==> config.mk <==
export PLATFORM = sky130hd
export DESIGN_NAME = uart_baud_and_frame_config
export DESIGN_NICKNAME = d
export VERILOG_FILES = /design/src/include/uart_cfg_pkg.sv /design/src/logic/uart_baud_and_frame_config.sv
export SDC_FILE = /design/constraint.sdc
export NUM_CORES = 1
export LEC_CHECK = 0
export BUFFER_PORTS_ARGS = -buffer_cell sky130_fd_sc_hd__buf_2
export CELL_PAD_IN_SITES_DETAIL_PLACEMENT = 1
export CELL_PAD_IN_SITES_GLOBAL_PLACEMENT = 1
export CORE_ASPECT_RATIO = 1.1
export CORE_MARGIN = 5
export CORE_UTILIZATION = 39
export DETAILED_ROUTE_END_ITERATION = 16
export PLACE_DENSITY = 0.88
export SLEW_MARGIN = 10
export SYNTH_ARGS = -nofsm -noshare
export SYNTH_HDL_FRONTEND = slang
export SYNTH_SLANG_ARGS = --single-unit
==> constraint.sdc <==
create_clock -name clk_i -period 7.06 [get_ports clk_i]
set_input_delay 0.706 -clock clk_i [delete_from_list [all_inputs] [get_ports clk_i]]
set_output_delay 0.706 -clock clk_i [all_outputs]
set_load 0.03 [all_outputs]
==> src/include/uart_cfg_pkg.sv <==
// package: register map, field layout and state of the serial port config
package uart_cfg_pkg;
    localparam logic [7:0] OFS_BDH = 8'h00;
    localparam logic [7:0] OFS_BDL = 8'h04;
    localparam logic [7:0] OFS_LCTL = 8'h08;
    localparam logic [7:0] OFS_PCTL = 8'h0c;
    localparam logic [7:0] OFS_STAT = 8'h10;
    localparam int BIT_BRK_IE = 7;
    localparam int BIT_EDGE_IE = 6;
    localparam int BIT_LOOP = 7;
    localparam int BIT_WSTOP = 6;
    localparam int BIT_RECEIVER_SOURCE_SELECT = 5;
    localparam int BIT_NINE = 4;
    localparam int BIT_WAKE = 3;
    localparam int BIT_ILT = 2;
    localparam int BIT_PE = 1;
    localparam int BIT_PT = 0;
    localparam int BIT_TE = 3;
    localparam int BIT_RE = 2;
    localparam logic [7:0] RST_BDH = 8'h00;
    localparam logic [7:0] RST_BDL = 8'h04;
    localparam logic [7:0] RST_LCTL = 8'h00;
    localparam logic [7:0] RST_PCTL = 8'h00;
    localparam logic [7:0] BDH_WMASK = 8'hdf;
    localparam logic [7:0] PCTL_WMASK = 8'h0c;
    localparam logic [3:0] FRAME_BITS_8 = 4'ha;
    localparam logic [3:0] FRAME_BITS_9 = 4'hb;

    typedef struct packed {
        logic nine_bit;
        logic wake_addr_mark;
        logic idle_after_stop;
        logic parity_enable;
        logic parity_type;
        logic [3:0] frame_bits;
    } frame_cfg_t;

    typedef struct packed {
        logic [7:0] bdh;
        logic [12:0] div;
        logic [7:0] lctl;
        logic [7:0] pctl;
        logic started;
        logic [12:0] cnt;
        logic tick;
        logic ack;
        logic [7:0] rdat;
        logic [1:0] rxd_sync;
        logic [1:0] txd_sync;
        logic rx_ser;
        logic txd_out;
        logic tx_par;
        logic rx_perr;
    } state_t;
endpackage

==> src/logic/uart_baud_and_frame_config.sv <==
// serial port baud generator, frame configuration and pin routing
//
// Added by the designer: the address map and the Wishbone slave port.
`timescale 1ns/10ps
module uart_baud_and_frame_config
    import uart_cfg_pkg::*;
(
    // clock and reset
    input wire logic clk_i,
    input wire logic rst_i,
    // wishbone slave
    input wire logic cyc_i,
    input wire logic stb_i,
    input wire logic we_i,
    input wire logic [7:0] adr_i,
    input wire logic [3:0] sel_i,
    input wire logic [31:0] dat_i,
    output logic [31:0] dat_o,
    output logic ack_o,
    // event flags and cpu wait
    input wire logic break_detect_flag_i,
    input wire logic rx_edge_flag_i,
    input wire logic wait_i,
    output logic break_irq_o,
    output logic rx_edge_irq_o,
    output logic serial_clk_en_o,
    // baud tick and frame setup
    output logic baud16_tick_o,
    output frame_cfg_t frame_cfg_o,
    output logic tx_enable_o,
    output logic rx_enable_o,
    // parity
    input wire logic [8:0] tx_char_i,
    input wire logic [8:0] rx_char_i,
    output logic tx_parity_o,
    output logic rx_parity_err_o,
    // serial routing
    input wire logic tx_serial_i,
    output logic rx_serial_o,
    // pins
    input wire logic rxd_pin_i,
    output logic rxd_pin_released_o,
    input wire logic txd_pin_i,
    output logic txd_pin_o,
    output logic txd_pin_oe_o
);

    state_t s;
    state_t next_s;

    logic access;
    logic wr_go;
    logic lane0;
    logic loop_on;
    logic single_wire;
    logic frozen;
    logic running;
    logic [12:0] div_last;
    logic [12:0] next_div;
    logic [7:0] rd_mux;
    logic tx_par_calc;
    logic rx_ones;

    assign access = cyc_i && stb_i;
    // writes land at the edge where the master sees ack
    assign wr_go = access && we_i && s.ack;
    assign lane0 = sel_i[0];
    assign loop_on = s.lctl[BIT_LOOP];
    // source select only matters inside loop mode
    assign single_wire = loop_on && s.lctl[BIT_RECEIVER_SOURCE_SELECT];
    assign frozen = wait_i && s.lctl[BIT_WSTOP];
    // generator runs only once started, nonzero and not frozen
    assign running = s.started
        && (s.div != 13'h0)
        && !frozen;
    assign div_last = s.div - 13'h1;

    always_comb
    begin
        unique case (adr_i)
            OFS_BDH: rd_mux = s.bdh;
            OFS_BDL: rd_mux = s.div[7:0];
            OFS_LCTL: rd_mux = s.lctl;
            OFS_PCTL: rd_mux = s.pctl;
            OFS_STAT: rd_mux = {4'h0, single_wire, loop_on,
                s.started, running};
            default: rd_mux = 8'h00;
        endcase
    end

    // parity bit sits in the msb of the character
    always_comb
    begin
        if (s.lctl[BIT_NINE])
        begin
            tx_par_calc = (^tx_char_i[7:0]) ^ s.lctl[BIT_PT];
            rx_ones = ^rx_char_i[8:0];
        end
        else
        begin
            tx_par_calc = (^tx_char_i[6:0]) ^ s.lctl[BIT_PT];
            rx_ones = ^rx_char_i[7:0];
        end
    end

    always_comb
    begin
        next_s = s;
        next_div = s.div;
        next_s.ack = access && !s.ack;
        if (access && !s.ack)
        begin
            next_s.rdat = we_i ? 8'h00 : rd_mux;
        end
        if (wr_go && lane0)
        begin
            unique case (adr_i)
                OFS_BDH:
                begin
                    // upper divisor bits wait in the buffer
                    next_s.bdh = dat_i[7:0] & BDH_WMASK;
                end
                OFS_BDL:
                begin
                    next_div = {s.bdh[4:0], dat_i[7:0]};
                end
                OFS_LCTL:
                begin
                    next_s.lctl = dat_i[7:0];
                end
                OFS_PCTL:
                begin
                    next_s.pctl = dat_i[7:0] & PCTL_WMASK;
                    if (dat_i[BIT_TE] || dat_i[BIT_RE])
                    begin
                        next_s.started = 1'b1;
                    end
                end
                default:
                begin
                    next_s.rdat = s.rdat;
                end
            endcase
        end
        next_s.div = next_div;
        // divisor change restarts the count so no long wrap occurs
        next_s.tick = 1'b0;
        if (!running || (next_div != s.div))
        begin
            next_s.cnt = 13'h0;
        end
        else if (s.cnt >= div_last)
        begin
            next_s.cnt = 13'h0;
            next_s.tick = 1'b1;
        end
        else
        begin
            next_s.cnt = s.cnt + 13'h1;
        end
        next_s.rxd_sync = {s.rxd_sync[0], rxd_pin_i};
        next_s.txd_sync = {s.txd_sync[0], txd_pin_i};
        if (!loop_on)
        begin
            next_s.rx_ser = s.rxd_sync[1];
        end
        else if (single_wire)
        begin
            next_s.rx_ser = s.txd_sync[1];
        end
        else
        begin
            next_s.rx_ser = tx_serial_i;
        end
        // idle line high while transmitter is off
        next_s.txd_out = s.pctl[BIT_TE] ? tx_serial_i : 1'b1;
        next_s.tx_par = s.lctl[BIT_PE] ? tx_par_calc : 1'b0;
        next_s.rx_perr = s.lctl[BIT_PE]
            && (rx_ones != s.lctl[BIT_PT]);
    end

    always_ff @(posedge clk_i)
    begin
        if (rst_i)
        begin
            s <= '0;
            s.bdh <= RST_BDH;
            s.div <= {5'h00, RST_BDL};
            s.lctl <= RST_LCTL;
            s.pctl <= RST_PCTL;
            s.rxd_sync <= 2'h3;
            s.txd_sync <= 2'h3;
            s.rx_ser <= 1'b1;
            s.txd_out <= 1'b1;
        end
        else
        begin
            s <= next_s;
        end
    end

    assign ack_o = s.ack;
    assign dat_o = {24'h000000, s.rdat};
    assign break_irq_o = s.bdh[BIT_BRK_IE] && break_detect_flag_i;
    assign rx_edge_irq_o = s.bdh[BIT_EDGE_IE] && rx_edge_flag_i;
    assign serial_clk_en_o = !frozen;
    assign baud16_tick_o = s.tick;
    assign frame_cfg_o.nine_bit = s.lctl[BIT_NINE];
    assign frame_cfg_o.wake_addr_mark = s.lctl[BIT_WAKE];
    assign frame_cfg_o.idle_after_stop = s.lctl[BIT_ILT];
    assign frame_cfg_o.parity_enable = s.lctl[BIT_PE];
    assign frame_cfg_o.parity_type = s.lctl[BIT_PT];
    assign frame_cfg_o.frame_bits = s.lctl[BIT_NINE] ? FRAME_BITS_9
        : FRAME_BITS_8;
    assign tx_enable_o = s.pctl[BIT_TE];
    assign rx_enable_o = s.pctl[BIT_RE];
    assign tx_parity_o = s.tx_par;
    assign rx_parity_err_o = s.rx_perr;
    assign rx_serial_o = s.rx_ser;
    assign rxd_pin_released_o = !s.pctl[BIT_RE] || loop_on;
    assign txd_pin_o = s.txd_out;
    assign txd_pin_oe_o = s.pctl[BIT_TE];

    // checking helpers: cycles between ticks with a steady divisor
    logic [12:0] h_gap;
    logic h_ok;

    always_ff @(posedge clk_i)
    begin
        if (rst_i || !running || (next_s.div != s.div))
        begin
            h_gap <= 13'h0;
            h_ok <= 1'b0;
        end
        else if (s.tick)
        begin
            h_gap <= 13'h1;
            h_ok <= 1'b1;
        end
        else
        begin
            h_gap <= h_gap + 13'h1;
        end
    end
endmodule

### Yosys cells after proc, flatten, opt, wreduce, memory -nomap -nowiden

Cells that the tools add are included.

| word-level totals | value |
|---|---|
| output and inout port bits | 54 |
| input port bits | 73 |
| bits in latches | 0 |
| memories kept | 0 |
| register bits | 62 |
| ROM bits | 0 |
| RAM bits | 0 |

| cells by class | value |
|---|---|
| multipliers | 0 |
| divide/modulo/power cells | 0 |
| add/subtract/negate cells | 2 |
| shifts and indexed selects | 0 |
| equality and inequality tests | 7 |
| $lt $le $gt $ge | 1 |
| reduce and logical (&&, ||, !) cells | 34 |
| multiplexer cells | 13 |
| bitwise gates (word level) | 4 |

Operators by type and width:

| operator | number |
|---|---|
| one-hot mux 8 bit (5 select lines) | 1 |
| 2-to-1 mux 8 bit | 4 |
| 2-to-1 mux 13 bit | 2 |
| equality test 8 x 4 -> 1 bit, second input constant | 2 |
| XOR reduction 8 bit | 2 |
| adder 13 x 1 -> 13 bit, second input constant | 1 |
| >= comparator 13 bit | 1 |
| inequality test 13 bit | 1 |
| nonzero test 13 bit | 1 |
| subtractor 13 x 1 -> 13 bit, second input constant | 1 |
| logical AND 1 bit | 12 |
| XOR reduction 9 bit | 1 |
| equality test 8 x 3 -> 1 bit, second input constant | 1 |
| equality test 8 x 5 -> 1 bit, second input constant | 1 |
| zero test 8 bit | 1 |
| XOR reduction 7 bit | 1 |
| 2-to-1 mux 1 bit | 6 |
| AND reduction 2 bit | 3 |
| OR reduction 2 bit | 3 |
| zero test 1 bit | 4 |
| OR reduction 4 bit | 1 |
| logical OR 1 bit | 3 |
| AND reduction 3 bit | 1 |
| OR reduction 3 bit | 1 |
| 4 further kinds | 6 |

### Logic depth before layout (Yosys ltp)

| depth | value |
|---|---|
| depth in word-level cells | 8 |
| mapped depth | 13 |
| gate-level depth less buffers | 11 |

### Worst setup path after synthesis

No wires, ideal clock.

| timing | value |
|---|---|
| path kind | register to register |
| start point | reg s[52] (netlist bit) |
| end point | reg s[22] (netlist bit) |
| slack | 4.321 ns |
| setup time | 0.130 ns |
| data arrival time | 2.610 ns |
| cell stages (with the launch flop) | 13 |
| path through | dfxtp_1 > clkbuf_2 > nor4_2 > and2_1 > nand2_1 > or3_1 > xor2_1 > ha_1 > nand2_1 > a211o_1 > o21ai_0 > buf_2 > nor3_1 |

| between the ends | value |
|---|---|
| cells in the longest elaborated chain, start to end | 6 |
| elaborated cells on any way between the ends | 11 |
| those cells by class | 1 x add/sub; 1 x order compare; 1 x eq/ne; 2 x mux; 6 x reduce/logical |

Ends and longest elaborated chain:

| element | line | RTL |
|---|---|---|
| from (decl) | uart_baud_and_frame_config.sv:48 | `state_t s;` |
| from (signal assigned) | uart_baud_and_frame_config.sv:198 | `s <= next_s;` |
| parallel branches: the longest is 5 deep, another holds subtractor 13 x 1 -> 13 bit | n/a |  |
| OR reduction 3 bit (no line) * | n/a |  |

Every way passes the cells marked *.
A chain may end at the register's enable or synchronous reset.

### Worst setup path after layout

| timing | value |
|---|---|
| start point | reg s[53] (netlist bit) |
| end point | reg s[19] (netlist bit) |

Same word-level chain as after synthesis.

==> reports/qor.csv <==
stage,metric,value,unit
logic_synthesis,ys_warn_count,0,
global_route,grtUsageTotal,17.84,%
clocking,cts_buffer_depth,2,
global_route,grt_pass1_vias,3426,
logic_synthesis,synthArstFlopShare,0,%
route,via_per_inst,5.199,
sta,maxSlewViolCount,0,
power_and_ir_drop,clkPwrFrac,42.3,%
setup_path,cp_common_cell,o21ai_0,
sta,tns,0,ns
cells_and_area,utilization,43.93,%
min_path,hp-class,reg -> reg,
cells_and_area,drive_gt1_share,21.03,%
logic_synthesis,synth_top_area_cell,dfxtp_1,
setup_path,r2r_slack,4.07,ns
global_route,grt_pass1_wl,16420,um
logic_synthesis,synth_area_leaders,"dfxtp_1, buf_4, xnor2_1",
place,hpwl,7682,um
power_and_ir_drop,p_total,0.0007342,W
power_and_ir_drop,combPwrFrac,9.8,%
logic_synthesis,syn_avg_cell_area,8.553,um^2
power_and_ir_drop,vdd_drop_max,0.09268,mV
cells_and_area,syn_to_final_growth,10.63,%
clocking,cts_buffers,9,
global_route,grt_max_degree,50,
global_route,grt-ovfl-total,0,
sta,finalSetupViolations,0,
setup_path,cp.arrival,3.24,ns
logic_synthesis,synth_top_area_share,33.59,%
sta,finalClockSkew,0.007316,ns
route,drtIter0Drc,134,
setup_path,critPathMaxStageDelay,0.45,ns
floorplan,die_width,102.8,um
power_and_ir_drop,leakagePower,1.813,nW
power_and_ir_drop,power_density,179.6,nW/um^2
logic_synthesis,syn_area,3695,um^2
power_and_ir_drop,p_int,0.0005445,W
floorplan,die_y,112.1,um
place,portBuffers,71,
clocking,htree_levels,3,
status,status,"finished, final reports clean",
clocking,cts_root_buffer,clkbuf_8,
floorplan,initial_core_util,39.71,%
route,vias,3130,
cells_and_area,final_nets,570,
sta,rsz0062_at_grt,no,
cells_and_area,fill_cells,1142,
setup_path,crit_path_end_kind,register,
logic_synthesis,synthCells,432,
global_route,antenna_found_initial,0,
clocking,cts_tree,built,
clocking,clk_pin_slew_worst_paths,0.07,ns
setup_path,rr_worst_depth,12,
setup_path,r2r-end,s[19],
cells_and_area,insertedDiodeCount,0,
logic_synthesis,synth_most_common_cell,dfxtp_1,
clocking,clock_latency,0.34,ns
logic_synthesis,synthFlopType,dfxtp_1,
min_path,holdPathStages,1,
setup_path,crit_start,s[53],
logic_synthesis,synthTopCellsByCount,"dfxtp_1, nand2_1, buf_4",
setup_path,path_cells,nor4_2 > and2_1 > nand2_1 > or3_1 > xor2_1 > ha_1 > a21oi_1 > o21ai_0 > nor4_1 > o21ai_0 > buf_4 > nor3b_1,
floorplan,pin_count,127,
route,drc,0,
logic_synthesis,synth_edf_count,0,
sta,period_share,42.29,%
min_path,hp-start,next_s[7],
power_and_ir_drop,power_switching,0.0001897,W
setup_path,path_buf_inv,1,
sta,slew_headroom,42.30,%
logic_synthesis,synth_seq_cells,62,
route,totalWireLength,9893,um
route,drt-pass1-iter-count,6,
floorplan,coreArea,9305,um^2
route,wl_per_cell,16.43,um
sta,hold_viol,0,
clocking,cts_resized,0,
floorplan,rows,37,
min_path,holdPathEnd,s[7],
logic_synthesis,seq_area_frac_synth,33.59,%
run,cap_violations,0,
setup_path,critPathSlowestCell,nor4_2,
logic_synthesis,ys_types,50,
setup_path,worstSetupStartpointType,register,
clocking,cts.sinks,62,
setup_path,worstReg2RegStart,s[53],
sta,post-route-min-period,2.986,ns
clocking,ctsHoldBuffers,0,
setup_path,crit_fanout,13,
clocking,post_cts_buffers,0,
power_and_ir_drop,power_switching_share,25.84,%
sta,max_clock_freq,334.9,MHz
route,drtAntennaViolNets,0,
power_and_ir_drop,pwr-share-seq,47.9,%
setup_path,cp_top_family,simple AND/OR/NAND/NOR gates,
setup_path,crit_type,reg -> reg,
setup_path,worst_ep_required_time,7.32,ns
place,gp_congestion,0.8537,
floorplan,die_area,11520,um^2
sta,tightestPinTransition,0.8655,ns
==> layout by cell type (no fill, tap or decap), types with 4 or more instances in the layout <==
cell      count
o21ai_0       8
clkbuf_8     10
and3_1        6
nor3_1       13
nand2_1      54
xor2_1       25
nor2_1       35
nand3_1      14
dfxtp_1      62
a21oi_1      22
nor2b_1       4
mux2i_1      23
a22oi_1       7
xnor2_1      27
nor4_1        7
ha_1         16
inv_1         5
or2_2         6
nand2b_1      4
conb_1       27
buf_2        71
==> cell families after synthesis <==
family,count (synthesis),synth area share (%)
multiplexers,25,7.145
AND/OR/NAND/NOR,162,21.57
other,2,0.2033
AO/OA/AOI/OAI,49,8.433
adder cells (fa/ha/maj),16,5.418
buffers and inverters,64,11.31
XOR/XNOR,52,12.33
flip-flops,62,33.59
==> how the worst max path moves through the flow <==
stage	end	slack [ns]	cells after the start
4_1_cts	s[19]	4.05	12
3_5_place_dp	s[19]	4.06	12
2_1_floorplan	s[22]	4.32	12
5_1_grt	s[22]	3.81	12
6_report	s[19]	4.07	12
3_3_place_gp	s[30]	4.30	12
==> power by group through the flow <==
stage	clock [W]	sequential (W)	combinational (W)
CTS	0.000316	0.000351	0.0000719
finish	0.000311	0.000352	0.0000721
floorplan	0	0.000360	0.0000598
global placement	0	0.000359	0.0000698
global route	0.000332	0.000351	0.0000779
detailed placement	0	0.000360	0.0000714
==> layout make-up <==
class	instances	area (um^2)	share of cell area (%)
Clock buffer	11	141.4	3.459
Inverter	5	18.77	0.4591
Sequential cell	62	1241	30.36
Tap cell	117	146.4	3.581
Timing Repair Buffer	72	362.8	8.877
Clock inverter	4	47.55	1.163
Multi-Input combinational cell	331	2130	52.10
==> through the flow <==
stage                     instances  area (um^2)  setup WS, ns  hold WS (ns)
final                           602         4088         4.074        0.4162
after global routing            602         4088         3.813        0.4354
after CTS                       602         4088         4.048        0.4209
after detailed placement        587         3899         4.062        0.4009
after global placement          587         3899         4.296        0.3953
after floorplan                 457         3789         4.321        0.3895
==> per-layer routing <==
metal  track usage (%)  wire length, um  up-vias
li1                  -                -     1497
met1             20.85             4040     1543
met2             32.47             5299       74
met3             2.672              390       16
met4             6.218              163        0
met5                 0                0        -
==> worst reg2reg max path: stages (launching register included) <==
cell,delay [ns]
dfxtp_1,0.39
nor4_2,0.45
and2_1,0.23
nand2_1,0.09
or3_1,0.34
xor2_1,0.15
ha_1,0.29
a21oi_1,0.15
o21ai_0,0.12
nor4_1,0.19
o21ai_0,0.12
buf_4,0.19
nor3b_1,0.19
==> registers in the layout, indices dropped and copies added (netlist names), 2 cells and up <==
register     flops
next_s           2
frame_cfg_o      5
s               38
dat_o            8
Power figures use the tool's default switching activity.
